File: config.mk
export PLATFORM = sky130hd
export DESIGN_NAME = sgmsel_top
export DESIGN_NICKNAME = d
export VERILOG_FILES = /design/src/design/sgmsel_pkg.sv /design/src/design/sgmsel_top.sv
export SDC_FILE = /design/constraint.sdc
export NUM_CORES = 1
export LEC_CHECK = 0
export ABC_AREA = 1
export BUFFER_PORTS_ARGS = -buffer_cell sky130_fd_sc_hd__buf_2
export CAP_MARGIN = 20
export CORE_AREA = 5 5 74 76
export CTS_CLUSTER_SIZE = 25
export DETAILED_ROUTE_END_ITERATION = 10
export DIE_AREA = 0 0 79 81
export PLACE_DENSITY = 0.87
export SLEW_MARGIN = 15
export SYNTH_ARGS = -nofsm -noshare
export SYNTH_HDL_FRONTEND = slang
export SYNTH_SLANG_ARGS = --single-unit
File: constraint.sdc
create_clock -name clk -period 2.9 [get_ports clk]
set_input_delay 0.435 -clock clk [delete_from_list [all_inputs] [get_ports clk]]
set_output_delay 0.435 -clock clk [all_outputs]
set_load 0.03 [all_outputs]
File: src/design/sgmsel_pkg.sv
// Purpose: shared constants and types for the serial/parallel MAC interface selector
// Assumes: 25 MHz core clock, byte-wide model of the serial data path
// Notes: register offsets kept for reference, control bits arrive as plain ports
package sgmsel_pkg;
  // register offsets and bit positions of the documented device
  localparam logic [15:0] PHY_CONTROL_REG_OFS = 16'h0010;
  localparam int PHY_CONTROL_SERIAL_EN_BIT = 11;
  localparam logic [15:0] PARALLEL_CTRL_REG_OFS = 16'h0032;
  localparam int PARALLEL_EN_BIT = 7;
  localparam logic [15:0] SECOND_CONFIGURATION_REG_OFS = 16'h0014;
  localparam int TEN_MEG_RATE_ADAPT_BIT = 7;
  // reset values
  localparam logic AUTONEG_EN_RESET = 1'b1;
  localparam logic PARALLEL_EN_RESET = 1'b1;
  localparam logic TEN_MEG_ADAPT_RESET = 1'b1;
  // line rate in Mbit/s, fixed whatever the media speed
  localparam int SERIAL_LINE_RATE_MBPS = 1250;
  // byte repetition counts per media speed
  localparam logic [6:0] REP_COUNT_10 = 7'h64;
  localparam logic [6:0] REP_COUNT_100 = 7'h0A;
  localparam logic [6:0] REP_COUNT_1000 = 7'h01;
  // strap capture waits out the two-stage synchroniser
  localparam logic [1:0] STRAP_SETTLE_CYCLES = 2'h3;
  // auto-negotiation control word layout
  localparam int AN_LINK_BIT = 15;
  localparam int AN_DUPLEX_BIT = 12;
  localparam int AN_SPEED_LSB = 10;
  localparam int AN_ONE_BIT = 0;

  typedef enum logic [1:0] {
    SGMSEL_SPD_10 = 2'b00,
    SGMSEL_SPD_100 = 2'b01,
    SGMSEL_SPD_1000 = 2'b10
  } sgmsel_speed_e;

  typedef enum logic [1:0] {
    SGMSEL_MODE_NONE = 2'b00,
    SGMSEL_MODE_SERIAL = 2'b01,
    SGMSEL_MODE_PARALLEL = 2'b10
  } sgmsel_mode_e;

  // one frame byte; sfd marks the start-of-frame delimiter
  typedef struct packed {
    logic [7:0] data;
    logic sfd;
    logic eof;
  } sgmsel_byte_s;

  // media-side resolution
  typedef struct packed {
    logic link_up;
    logic full_duplex;
    sgmsel_speed_e speed;
  } sgmsel_media_s;
endpackage

File: src/design/sgmsel_top.sv
// Purpose: selects the MAC interface and runs the serial side (rate adaptation, clock lane, auto-negotiation)
// Assumes: serial line coding and serdes sit below this block; one 25 MHz clock
// Notes: bytes move on valid/ready; a two-entry buffer absorbs serialiser stalls
`timescale 1ns/1ps
// Functional notes
// The serial enable strap is loaded into the serial enable bit of the PHY control register after reset.
// Serial mode runs whenever the serial bit is set, parallel mode only when serial is clear and parallel set.
// The strapped serial enable and parallel disable values stay readable as strap status.
// Serial data runs at a fixed 1.25 Gbit/s line rate whatever the media speed.
// Transmit timing is recovered from incoming serial data, with no transmit clock from the MAC.
// By default one transmit and one receive pair are used, each with clock recovered from data.
// When configured, a receive clock is driven on an extra pair, giving a six-wire link.
// At 100 Mbit/s every frame byte is repeated ten times in succession. The code sends the start-of-frame delimiter byte once.
// Repetition happens above coding, so the start-of-frame delimiter is sent once.
// With auto-negotiation on, control words carry the media-resolved speed to the MAC.
// In MAC loopback the serial speed follows the media-side speed selection.
// In MAC loopback the serial interface keeps working with auto-negotiation on or forced speed.
// After reset serial auto-negotiation is enabled.
// With auto-negotiation off the serial speed is forced to the media-resolved speed.
// Clearing the auto-negotiation enable bit of the second configuration register disables it.
// At 10 Mbit/s the serial rate adapts automatically, without changing the rate adapt bit.
// At 1000 Mbit/s each frame byte is sent exactly once.
module sgmsel_top (
  input wire logic clk,
  input wire logic rst,
  input wire logic serial_enable_strap_pin,
  input wire logic parallel_disable_strap_pin,
  input wire logic phy_ctrl_wr,
  input wire logic phy_ctrl_serial_en_wdata,
  input wire logic parallel_ctrl_wr,
  input wire logic parallel_en_wdata,
  input wire logic second_cfg_wr,
  input wire logic second_cfg_autoneg_wdata,
  input wire logic second_cfg_rate_adapt_wdata,
  input wire logic rx_clk_lane_cfg,
  input wire logic mac_loopback,
  input wire sgmsel_pkg::sgmsel_media_s media_res,
  input wire sgmsel_pkg::sgmsel_speed_e loopback_speed_sel,
  input wire logic in_valid,
  output logic in_ready,
  input wire sgmsel_pkg::sgmsel_byte_s in_byte,
  output logic out_valid,
  input wire logic out_ready,
  output sgmsel_pkg::sgmsel_byte_s out_byte,
  output sgmsel_pkg::sgmsel_mode_e mode,
  output logic serial_enable_bit,
  output logic parallel_enable_bit,
  output logic serial_autoneg_enable_bit,
  output logic ten_meg_rate_adapt_bit,
  output logic strap_serial_enable,
  output logic strap_parallel_disable,
  output sgmsel_pkg::sgmsel_speed_e serial_speed,
  output logic [15:0] an_ctrl_word,
  output logic an_ctrl_valid,
  output logic rx_clk_lane_out,
  output logic rx_clk_lane_oe
);
  logic strap_s1_r, strap_s2_r, pdis_s1_r, pdis_s2_r;
  logic [1:0] settle_r;
  logic strap_done_r;
  logic strap_serial_r, strap_pdis_r;
  logic serial_en_r, parallel_en_r, an_en_r, rate_adapt_r;
  sgmsel_pkg::sgmsel_mode_e mode_nxt;
  sgmsel_pkg::sgmsel_speed_e speed_r, speed_nxt;
  sgmsel_pkg::sgmsel_byte_s buf_r [2];
  logic wr_ptr_r, rd_ptr_r;
  logic [1:0] count_r;
  logic [6:0] rep_cnt_r;
  logic push, pop, fire, last_rep;
  logic rx_clk_r;
  logic [15:0] an_word_r;

  // number of times a byte is sent at a given speed
  function automatic logic [6:0] rep_limit(input sgmsel_pkg::sgmsel_speed_e s);
    case (s)
      sgmsel_pkg::SGMSEL_SPD_10: rep_limit = sgmsel_pkg::REP_COUNT_10;
      sgmsel_pkg::SGMSEL_SPD_100: rep_limit = sgmsel_pkg::REP_COUNT_100;
      default: rep_limit = sgmsel_pkg::REP_COUNT_1000;
    endcase
  endfunction

  // two-stage synchronisers for the strap pins
  always_ff @(posedge clk) begin
    strap_s1_r <= serial_enable_strap_pin;
    strap_s2_r <= strap_s1_r;
    pdis_s1_r <= parallel_disable_strap_pin;
    pdis_s2_r <= pdis_s1_r;
  end

  // capture the straps once the synchronisers have settled after reset
  always_ff @(posedge clk) begin
    if (rst) begin
      settle_r <= 2'h0;
      strap_done_r <= 1'b0;
      strap_serial_r <= 1'b0;
      strap_pdis_r <= 1'b0;
    end else if (!strap_done_r) begin
      settle_r <= settle_r + 2'h1;
      if (settle_r == sgmsel_pkg::STRAP_SETTLE_CYCLES) begin
        strap_done_r <= 1'b1;
        strap_serial_r <= strap_s2_r;
        strap_pdis_r <= pdis_s2_r;
      end
    end
  end

  // interface enable bits: strap loads serial enable, software may rewrite
  always_ff @(posedge clk) begin
    if (rst) begin
      serial_en_r <= 1'b0;
      parallel_en_r <= sgmsel_pkg::PARALLEL_EN_RESET;
    end else if (!strap_done_r) begin
      if (settle_r == sgmsel_pkg::STRAP_SETTLE_CYCLES) begin
        serial_en_r <= strap_s2_r;
        parallel_en_r <= !pdis_s2_r;
      end
    end else begin
      if (phy_ctrl_wr) begin
        serial_en_r <= phy_ctrl_serial_en_wdata;
      end
      if (parallel_ctrl_wr) begin
        parallel_en_r <= parallel_en_wdata;
      end
    end
  end

  // second configuration register bits
  always_ff @(posedge clk) begin
    if (rst) begin
      an_en_r <= sgmsel_pkg::AUTONEG_EN_RESET;
      rate_adapt_r <= sgmsel_pkg::TEN_MEG_ADAPT_RESET;
    end else if (second_cfg_wr) begin
      an_en_r <= second_cfg_autoneg_wdata;
      rate_adapt_r <= second_cfg_rate_adapt_wdata;
    end
  end

  // serial has priority over parallel
  always_comb begin
    if (serial_en_r) begin
      mode_nxt = sgmsel_pkg::SGMSEL_MODE_SERIAL;
    end else if (parallel_en_r) begin
      mode_nxt = sgmsel_pkg::SGMSEL_MODE_PARALLEL;
    end else begin
      mode_nxt = sgmsel_pkg::SGMSEL_MODE_NONE;
    end
  end

  // serial speed: loopback selection, else media resolution, in both an and forced modes
  always_comb begin
    if (mac_loopback) begin
      speed_nxt = loopback_speed_sel;
    end else begin
      speed_nxt = media_res.speed;
    end
  end

  always_ff @(posedge clk) begin
    if (rst) begin
      speed_r <= sgmsel_pkg::SGMSEL_SPD_1000;
    end else begin
      speed_r <= speed_nxt;
    end
  end

  // auto-negotiation control word towards the mac, flagged valid only while an and serial are enabled
  always_ff @(posedge clk) begin
    if (rst) begin
      an_word_r <= 16'h0000;
    end else begin
      an_word_r <= 16'h0000;
      an_word_r[sgmsel_pkg::AN_LINK_BIT] <= media_res.link_up || mac_loopback;
      an_word_r[sgmsel_pkg::AN_DUPLEX_BIT] <= media_res.full_duplex || mac_loopback;
      an_word_r[sgmsel_pkg::AN_SPEED_LSB +: 2] <= speed_nxt;
      an_word_r[sgmsel_pkg::AN_ONE_BIT] <= 1'b1;
    end
  end

  // two-entry buffer; input is timed from the recovered-data byte stream, no mac clock needed
  assign in_ready = (count_r != 2'h2) && (mode == sgmsel_pkg::SGMSEL_MODE_SERIAL);
  assign push = in_valid && in_ready;
  assign out_valid = (count_r != 2'h0); // one byte slot per clock at any speed, rate shows as repeats
  assign out_byte = buf_r[rd_ptr_r];
  assign fire = out_valid && out_ready;
  // the delimiter and gigabit bytes leave after one send, others after the speed's count
  assign last_rep = out_byte.sfd || (rep_cnt_r >= rep_limit(speed_r) - 7'h01);
  assign pop = fire && last_rep;

  always_ff @(posedge clk) begin
    if (push) begin
      buf_r[wr_ptr_r] <= in_byte;
    end
  end

  always_ff @(posedge clk) begin
    if (rst) begin
      wr_ptr_r <= 1'b0;
      rd_ptr_r <= 1'b0;
      count_r <= 2'h0;
    end else begin
      if (push) begin
        wr_ptr_r <= !wr_ptr_r;
      end
      if (pop) begin
        rd_ptr_r <= !rd_ptr_r;
      end
      count_r <= count_r + {1'b0, push} - {1'b0, pop};
    end
  end

  // repetition counter for the byte at the head of the buffer
  always_ff @(posedge clk) begin
    if (rst) begin
      rep_cnt_r <= 7'h00;
    end else if (pop) begin
      rep_cnt_r <= 7'h00;
    end else if (fire) begin
      rep_cnt_r <= rep_cnt_r + 7'h01;
    end
  end

  // optional receive clock lane for macs without clock recovery
  always_ff @(posedge clk) begin
    if (rst) begin
      rx_clk_r <= 1'b0;
    end else if (rx_clk_lane_cfg && serial_en_r) begin
      rx_clk_r <= !rx_clk_r;
    end else begin
      rx_clk_r <= 1'b0;
    end
  end

  assign rx_clk_lane_out = rx_clk_r;
  assign rx_clk_lane_oe = rx_clk_lane_cfg && serial_en_r;
  assign mode = mode_nxt;
  assign serial_enable_bit = serial_en_r;
  assign parallel_enable_bit = parallel_en_r;
  assign serial_autoneg_enable_bit = an_en_r;
  assign ten_meg_rate_adapt_bit = rate_adapt_r;
  assign strap_serial_enable = strap_serial_r;
  assign strap_parallel_disable = strap_pdis_r;
  assign serial_speed = speed_r;
  assign an_ctrl_word = an_word_r;
  assign an_ctrl_valid = an_en_r && serial_en_r;
endmodule

* After elaboration in Yosys (flattened, before gate mapping)
Memories as Yosys holds them, arrays and structs flattened. A register that Yosys moved wholly into a read port is not among the register bits.
Index checks and enable logic that the tools add are counted.
** Storage, ports and cells
- Register bits :: 43
- RAM bits :: 20
- Input port bits :: 31
- Output and inout bits :: 41
- Memories kept :: 1
** Operators by class
- Add/sub/neg operators :: 5
- $lt $le $gt $ge :: 1
- Eq/ne operators :: 6
- Multiplexer cells :: 17
- Bitwise gates (word level) :: 2
- Reduce and logical (&&, ||, !) cells :: 21
** Memory list
- buf_r :: words 2, width 10, read ports 1, clocked after Yosys merged registers in 1, wr ports 1, line sgmsel_top.sv:65 : sgmsel_pkg::sgmsel_byte_s buf_r [2];
** Operators by type and width (count)
- 7-bit case mux with 2 select lines :: 1
- 1-bit 2-to-1 mux :: 13
- 7-bit by 1-bit adder with 7-bit output, second input constant :: 1
- 7-bit greater-or-equal comparator :: 1
- 7-bit by 1-bit subtractor with 7-bit output, second input constant :: 1
- 1-bit logical AND :: 6
- 2-bit 2-to-1 mux :: 3
- 2-bit inequality test, second input constant :: 3
- 2-bit AND reduction :: 3
- 2-bit by 1-bit == test with 1-bit output, second input constant :: 2
- 1-bit logical NOT :: 4
- 2-bit nonzero test :: 2
- 2-bit OR reduction :: 2
- 1-bit logical OR :: 3
- 2-bit by 1-bit adder with 2-bit output :: 1
- 2-bit by 1-bit adder with 2-bit output, second input constant :: 1
- 2-bit == test, second input constant :: 1
- 2-bit logical NOT :: 1
- 1-bit NOT :: 2
- 2-bit by 1-bit subtractor with 2-bit output :: 1

* Longest topological paths before layout
Gate-level depths: netlist (run 1).
- Depth in word-level cells :: 8
- Gate-level depth with buffers :: 16
- Depth with buffers taken out :: 16

* Worst setup path after synthesis (run 1)
OpenSTA, ideal clock, no wires.
- Path kind :: register to register
- From :: register speed_r[1], in the netlist serial_speed[1]
- To :: register count_r[1]
- Library setup time :: 0.121 ns
- Arrival :: 2.269 ns
- Required time :: 2.779 ns
- Path slack :: 0.511 ns
- Cell stages (with the launch flop) :: 15
- Clock period less this slack :: 2.389 ns
- Path through :: dfxtp_1 -> or2_2 -> ha_1 -> a21oi_1 -> nand2_2 -> nor2_2 -> nand2_2 -> nand2_4 -> inv_1 -> ha_1 -> inv_1 -> ha_1 -> xnor2_1 -> o21ai_0 -> a21oi_1
** On the way
- Cells in the longest elaborated chain, start to end :: 7
- Elaborated cells between the ends (all ways) :: 8
- Classes of those cells :: add/sub: 2; order compare: 1; eq/ne: 1; mux: 1; reduce/logical: 3
** Ends and longest elaborated chain
- start: declaration :: line sgmsel_top.sv:64 : sgmsel_pkg::sgmsel_speed_e speed_r, speed_nxt;
- start signal: assignment :: line sgmsel_top.sv:160 : speed_r <= sgmsel_pkg::SGMSEL_SPD_1000;
- start signal: assignment :: line sgmsel_top.sv:162 : speed_r <= speed_nxt;
- 2-bit by 1-bit == test with 1-bit output or 2-bit logical NOT (tied branches) :: line sgmsel_top.sv:75 : case (s)
- 7-bit case mux with 2 select lines * :: line sgmsel_top.sv:75
- 7-bit by 1-bit subtractor with 7-bit output * :: line sgmsel_top.sv:186 : assign last_rep = out_byte.sfd || (rep_cnt_r >= rep_limit(speed_r) - 7'h01);
- 7-bit greater-or-equal comparator * :: line sgmsel_top.sv:186
- 1-bit logical OR * :: line sgmsel_top.sv:186
- 1-bit logical AND * :: line sgmsel_top.sv:187 : assign pop = fire && last_rep;
- named net pop :: line sgmsel_top.sv:69 : logic push, pop, fire, last_rep;
- 2-bit by 1-bit subtractor with 2-bit output * :: line sgmsel_top.sv:207 : count_r <= count_r + {1'b0, push} - {1'b0, pop};
- end signal: assignment :: line sgmsel_top.sv:207
- end: declaration :: line sgmsel_top.sv:67 : logic [1:0] count_r;
The timed path passes the listed nets; every way through them passes the cells marked *.
A chain may end at the register's enable or synchronous reset.

* Worst setup path in the final report (run 1)
Ends and elaborated chain as after synthesis.

==> results of run 1 <==
cells in the mapped netlist (3+ instances only):
| library cell | number |
|---|---|
| nand2_1 | 65 |
| dfxtp_1 | 32 |
| nor2_1 | 29 |
| inv_1 | 25 |
| edfxtp_1 | 20 |
| buf_4 | 13 |
| ha_1 | 11 |
| o21ai_0 | 10 |
| a21oi_1 | 9 |
| nand2_2 | 6 |
| nand3_1 | 5 |
| xor2_1 | 4 |
| inv_2 | 3 |
per-stage QoR:
step	setup WS, ns	hold WS [ns]
2_1_floorplan	0.511	0.310
3_3_place_gp	0.602	0.310
3_5_place_dp	0.495	0.314
4_1_cts	0.453	0.226
5_1_grt	0.304	0.221
6_report	0.464	0.236
routing by layer:
layer | global-route usage (%) | up-vias
li1 | - | 889
met1 | 17.3 | 735
met2 | 24.7 | 57
met3 | 3.55 | 5
met4 | 3.09 | 0
met5 | 0 | -
final cells by class:
class | count | area [um^2] | area share, %
Clock buffer | 5 | 68.8 | 2.59
Timing Repair Buffer | 62 | 315 | 11.9
Inverter | 28 | 105 | 3.96
Sequential cell | 52 | 1240 | 46.8
Tap cell | 54 | 67.6 | 2.55
Clock inverter | 3 | 17.5 | 0.660
Multi-Input combinational cell | 166 | 837 | 31.6
how the worst max path moves through the flow:
stage                       endpoint             from  cells past startpoint
after CTS                 count_r[1]  serial_speed[1]                     14
after floorplan           count_r[1]  serial_speed[1]                     14
after global placement    count_r[1]  serial_speed[1]                     14
final                     count_r[1]  serial_speed[1]                     14
after global routing      count_r[1]  serial_speed[1]                     14
after detailed placement  count_r[1]  serial_speed[1]                     14
cells by family (layout without fill, tap and decap cells):
kind of cell | Yosys count | in the layout | synth area share (%)
buf+inv | 44 | 98 | 9.91
xor+xnor | 5 | 5 | 1.94
fa+ha+maj | 11 | 11 | 6.09
compound gates | 22 | 22 | 5.15
other cells | 2 | 13 | 0.332
flops | 52 | 52 | 54.9
simple gates | 115 | 115 | 21.7
sequential cells by signal, summed over array words and instances, names as in the netlist, named ones only:
signal	count
an_ctrl_word	4
buf_r	20
count_r	2
parallel_enable_bit	1
pdis_s1_r	1
pdis_s2_r	1
rd_ptr_r	1
rep_cnt_r	7
rx_clk_lane_out	1
serial_autoneg_enable_bit	1
serial_enable_bit	1
serial_speed	2
settle_r	2
strap_done_r	1
strap_parallel_disable	1
strap_s1_r	1
strap_s2_r	1
strap_serial_enable	1
ten_meg_rate_adapt_bit	1
wr_ptr_r	1
worst register-to-register path, stage by stage, from the launching register on:
cell     delay (ns)
dfxtp_1        0.33
or2_2          0.29
ha_1           0.29
a21oi_1        0.17
nand2_2        0.07
nor2_2         0.08
nand2_2        0.08
nand2_4        0.07
inv_1          0.05
ha_1           0.27
inv_1          0.04
ha_1           0.18
xnor2_1        0.18
o21ai_0        0.10
a21oi_1        0.15
where the power goes:
group / switching (mW) / leakage, nW / internal, mW
clock network: 0.230 / 0.0421 / 0.168
registers: 0.0271 / 0.444 / 0.799
logic: 0.213 / 0.840 / 0.0893
==> impl_metrics.yaml, run 1 <==
finish:
  fin_util_pct: 56.9
  nFillCells: 414
  syn_to_final_growth_pct: 17.3
  layout-drive-gt1-share_pct: 26.9
  layout_common_cells: "nand2_1 (65), buf_2 (60), dfxtp_1 (32)"
  final_net_count: 357
  post_layout_nonfiller_instances: 370
  final_cell_area_mm2: 0.00265
  layout_commonest_cell: "nand2_1"
  n_antenna_cell: 0
detailed_routing:
  met3_length_um: 300
  drc: 0
  avgViaCountPerCell: 4.56
  drt_first_iter_violations: 80
  top_layer: "met4"
  first_pass_iters: 4
  num_vias: 1686
  wl_met2_mm: 2.02
  totalWireLength_mm: 4.13
  wire_per_inst_um: 11.2
  ant_nets: 0
  met1_length_mm: 1.78
setup_path:
  r2r_slack_ns: 0.46
  critPathMaxFanout: 4
  crit_path_max_incr_delay_ns: 0.33
  r2r-start: "serial_speed[1]"
  cp_slowest_cell: "dfxtp_1"
  r2r_end: "count_r[1]"
  crit_chain: "or2_2 -> ha_1 -> a21oi_1 -> nand2_2 -> nor2_2 -> nand2_2 -> nand2_4 -> inv_1 -> ha_1 -> inv_1 -> ha_1 -> xnor2_1 -> o21ai_0 -> a21oi_1"
  crit_buf_inv: 2
  path_class: "reg2reg"
  startpoint_type: "flop"
  endpoint_kind: "flop"
  cp_common_cell: "ha_1"
  worstPathArrival_ns: 2.67
  r2r_cells: 14
  path_delay_family: "adder cells"
  cp_data_required_time_ns: 3.13
floorplanning:
  rows: 25
  die_w_um: 79
  die_h_um: 81
  ios: 72
  initial_core_util_pct: 48.5
  die_area_mm2: 0.00640
  core_area_mm2: 0.00466
clock_tree:
  clock-root-buffer: "clkbuf_8"
  clk_latency_ns: 0.30
  cts_buffer_depth: 2
  cts_tree: "yes"
  cts_resized: 0
  cts_setup_buffers: 0
  path_clk_slew_ns: 0.09
  h-tree-depth: 2
  postCtsHoldBufs: 0
  tritoncts_num_sinks: 52
  cts_made_buffers: 5
synth:
  synth_edf_count: 20
  synth-seq-cells: 52
  synthCells: 251
  yosysWarnings: 0
  yosysSeqAreaShare_pct: 54.9
  synthArstFlopShare_pct: 0
  synth-main-ff-cell: "dfxtp_1"
  ys_types: 26
  netlist_area_mm2: 0.00226
  avgSynthCellArea_um2: 9.01
  synth_top_cell_by_area: "dfxtp_1"
  synthTopCellsByArea: "dfxtp_1 (28%), edfxtp_1 (27%), nand2_1 (11%)"
  synth_top_area_share_pct: 28.3
pwr:
  power.leakage_nw: 1.33
  power_mw: 1.53
  power_density_mw_per_mm2: 575
  peakVddDrop_mv: 0.383
min_path:
  hp-class: "in2reg"
  worstHoldStart: "serial_enable_strap_pin"
  holdPathStages: 1
  hold_path_end: "strap_s1_r"
global_route:
  grt_max_degree: 17
  grt_pass1_wl_mm: 7.19
  grt_pass1_vias: 1663
  antenna_found_initial: 0
  grtUsageTotal_pct: 14.0
  grt_overflow: 0
timing:
  finalHoldViolations: 0
  slew_viol_final: 0
  rsz0062_at_grt: "false"
  skew_ns: 0.00820
  finalCritPeriodShare_pct: 84.0
  finalSetupViolCount: 0
  tns_ns: 0
  period_needed_ns: 2.44
  fmax_mhz: 411
place:
  place_area_mm2: 0.00257
  io_buffers: 60
  routabilityCongestion: 0.802
  dp_hpwl_mm: 3.19
  placed_cells: 362
outcome:
  status: "completed"
job:
  maxCapViolCount: 0
Note: power is estimated with default switching activity, not from simulation.
==> run 2: changes to the inputs <==
--- a/config.mk
+++ b/config.mk
@@ -5,14 +5,14 @@
 export SDC_FILE = /design/constraint.sdc
 export NUM_CORES = 1
 export LEC_CHECK = 0
-export ABC_AREA = 1
+export ABC_AREA = 0
 export BUFFER_PORTS_ARGS = -buffer_cell sky130_fd_sc_hd__buf_2
 export CAP_MARGIN = 20
-export CORE_AREA = 5 5 74 76
+export CORE_AREA = 5 5 77 79
 export CTS_CLUSTER_SIZE = 25
 export DETAILED_ROUTE_END_ITERATION = 10
-export DIE_AREA = 0 0 79 81
-export PLACE_DENSITY = 0.87
+export DIE_AREA = 0 0 82 84
+export PLACE_DENSITY = 0.84
 export SLEW_MARGIN = 15
 export SYNTH_ARGS = -nofsm -noshare
 export SYNTH_HDL_FRONTEND = slang
==> constraint.sdc (replaced) <==
create_clock -name clk -period 2.15 [get_ports clk]
set_input_delay 0.3225 -clock clk [delete_from_list [all_inputs] [get_ports clk]]
set_output_delay 0.3225 -clock clk [all_outputs]
set_load 0.03 [all_outputs]
==> impl_metrics.yaml, run 2 <==
pwr:
  intPower_mw: 1.48
  clkPwrFrac_pct: 26.1
  peakVddDrop_mv: 0.515
  power.leakage_nw: 1.21
  p_seq_share_pct: 53.1
  p_sw_uw: 624
  pwr-share-comb_pct: 20.8
  power_density_mw_per_mm2: 765
  netSwitchingFraction_pct: 29.6
detailed_routing:
  wire_per_inst_um: 12.3
  drt_first_iter_violations: 24
  avgViaCountPerCell: 4.52
  num_vias: 1499
  totalWireLength_mm: 4.07
  drc: 0
  ant_nets: 0
  first_pass_iters: 2
place:
  dp_hpwl_mm: 3.13
  place_area_mm2: 0.00264
  io_buffers: 60
  routabilityCongestion: 0.763
  placed_cells: 323
floorplanning:
  die_w_um: 82
  rows: 27
  ios: 72
  core_area_mm2: 0.00527
  die_area_mm2: 0.00689
  initial_core_util_pct: 42.0
  die_h_um: 84
finish:
  layout_commonest_cell: "buf_2"
  layout_common_cells: "buf_2 (60), dfxtp_1 (30), nor2_1 (22)"
  n_antenna_cell: 0
  post_layout_nonfiller_instances: 332
  final_net_count: 301
  syn_to_final_growth_pct: 24.4
  largest-register: "buf_r"
  largest_reg_flops: 20
  multi_input_area_um2: 915
  final_cell_area_mm2: 0.00275
  fin_util_pct: 52.2
  ff_latch_area_mm2: 0.00125
  nFillCells: 472
  layout-drive-gt1-share_pct: 41.5
job:
  maxCapViolCount: 0
synth:
  yosysSeqAreaShare_pct: 56.1
  avgSynthCellArea_um2: 11.9
  yosysWarnings: 0
  synth_top_area_share_pct: 29.0
  synth-seq-cells: 52
  synth_commonest_cells: "dfxtp_1 (32), nor2_1 (23), edfxtp_1 (20), buf_4 (14), nand2_1 (12)"
  yosysMostFrequentCell: "dfxtp_1"
  synthArstFlopShare_pct: 0
  ys_types: 36
  synthCells: 186
  synth_edf_count: 20
  synthTopCellsByArea: "dfxtp_1 (29%), edfxtp_1 (27%), ha_1 (6.2%)"
  synth-main-ff-cell: "dfxtp_1"
  synth_top_cell_by_area: "dfxtp_1"
  netlist_area_mm2: 0.00221
clock_tree:
  cts_tree: "yes"
  clk_latency_ns: 0.30
  path_clk_slew_ns: 0.09
  cts_made_buffers: 5
  clock-root-buffer: "clkbuf_8"
  cts_buffer_depth: 2
  h-tree-depth: 2
  postCtsHoldBufs: 0
  tritoncts_num_sinks: 52
setup_path:
  startpoint_type: "flop"
  worstPathArrival_ns: 2.60
  endpoint_kind: "flop"
  r2r-start: "serial_speed[1]"
  r2r_cells: 12
  r2r_slack_ns: -0.26
  r2r_end: "count_r[1]"
  cp_data_required_time_ns: 2.34
  critPathMaxFanout: 4
  path_class: "reg2reg"
global_route:
  grt_max_degree: 18
  grtUsageTotal_pct: 12.4
  grt_overflow: 0
  grt_pass1_vias: 1527
  grt_pass1_wl_mm: 6.65
  antenna_found_initial: 0
outcome:
  violations: "negative setup slack"
  status: "finished, violations left"
min_path:
  worstHoldStart: "parallel_disable_strap_pin"
  hold_path_end: "pdis_s1_r"
  holdPathStages: 1
  hp-class: "in2reg"
timing:
  rsz0062_at_grt: "true"
  fmax_mhz: 416
  skew_ns: 0.00636
  finalCritPeriodShare_pct: 112
  finalSetupViolCount: 2
  setup_ws_ns: -0.256
  finalHoldViolations: 0
  slew_viol_final: 0
  period_needed_ns: 2.41
[run 2: timing repair]
| item | 4_1_cts | 5_1_grt |
|---|---|---|
| setup endpoints to repair | 2 | 2 |
| resized for setup | 5 | 1 |
| pin swaps | 3 | 0 |
| setup buffers | 1 | 0 |
[run 2: per-stage QoR]
step           hold WS, ns  setup WS (ns)  power, mW  setup TNS, ns
3_3_place_gp         0.311         -0.196       1.56         -0.240
2_1_floorplan        0.310         -0.272       1.46         -0.373
4_1_cts             0.0978         -0.239       2.13         -0.283
5_1_grt             0.0918         -0.346       2.22         -0.448
3_5_place_dp         0.315         -0.287       1.57         -0.389
6_report             0.112         -0.256       2.11         -0.296
[run 2: cells by family (layout without fill, tap and decap cells)]
group	count (synthesis)	count (layout)	synth area share [%]
AO/OA/AOI/OAI	18	18	7.07
adder cells (fa/ha/maj)	11	11	6.22
other	2	13	0.339
multiplexers	18	18	8.88
buffers and inverters	23	86	6.62
AND/OR/NAND/NOR	53	53	11.2
XOR/XNOR	9	9	3.56
flip-flops	52	52	56.1
[run 2: layout make-up]
type / count / share of cell area [%]
inverters: 6 / 0.819
well taps: 72 / 3.27
multi-input cells: 122 / 33.2
clock inverters: 2 / 0.500
flip-flops and latches: 52 / 45.3
repair buffers: 72 / 14.2
clock buffers: 6 / 2.68
[run 2: worst max-delay path, stage by stage (launching register included)]
cell,delay (ns)
dfxtp_4,0.37
or2_4,0.25
ha_4,0.21
o21a_1,0.18
a211oi_2,0.23
o31a_4,0.17
nor2_2,0.03
ha_1,0.28
inv_2,0.04
ha_4,0.14
xor2_1,0.16
xnor2_1,0.18
nor2_1,0.05
[run 2: worst max path at each step]
| stage | start | to | slack [ns] |
|---|---|---|---|
| 4_1_cts | serial_speed[1] | count_r[1] | -0.24 |
| 6_report | serial_speed[1] | count_r[1] | -0.26 |
| 5_1_grt | serial_speed[1] | count_r[1] | -0.35 |
| 3_3_place_gp | serial_speed[1] | count_r[1] | -0.20 |
| 2_1_floorplan | serial_speed[1] | count_r[1] | -0.27 |
| 3_5_place_dp | serial_speed[1] | count_r[1] | -0.29 |
[run 2: power groups by stage]
| stage | Combinational, mW | Sequential [mW] | Clock, mW |
|---|---|---|---|
| finish | 0.438 | 1.12 | 0.550 |
| global route | 0.481 | 1.13 | 0.611 |
| CTS | 0.443 | 1.12 | 0.570 |
| detailed placement | 0.433 | 1.14 | 0 |
| global placement | 0.424 | 1.13 | 0 |
| floorplan | 0.295 | 1.16 | 0 |
[run 2: routing by layer]
metal,GRT usage (%),part of all wire [%],vias up
li1,-,-,757
met1,14.0,40,689
met2,21.9,51,48
met3,4.10,7.2,5
met4,3.17,1.1,0
met5,0,0,-
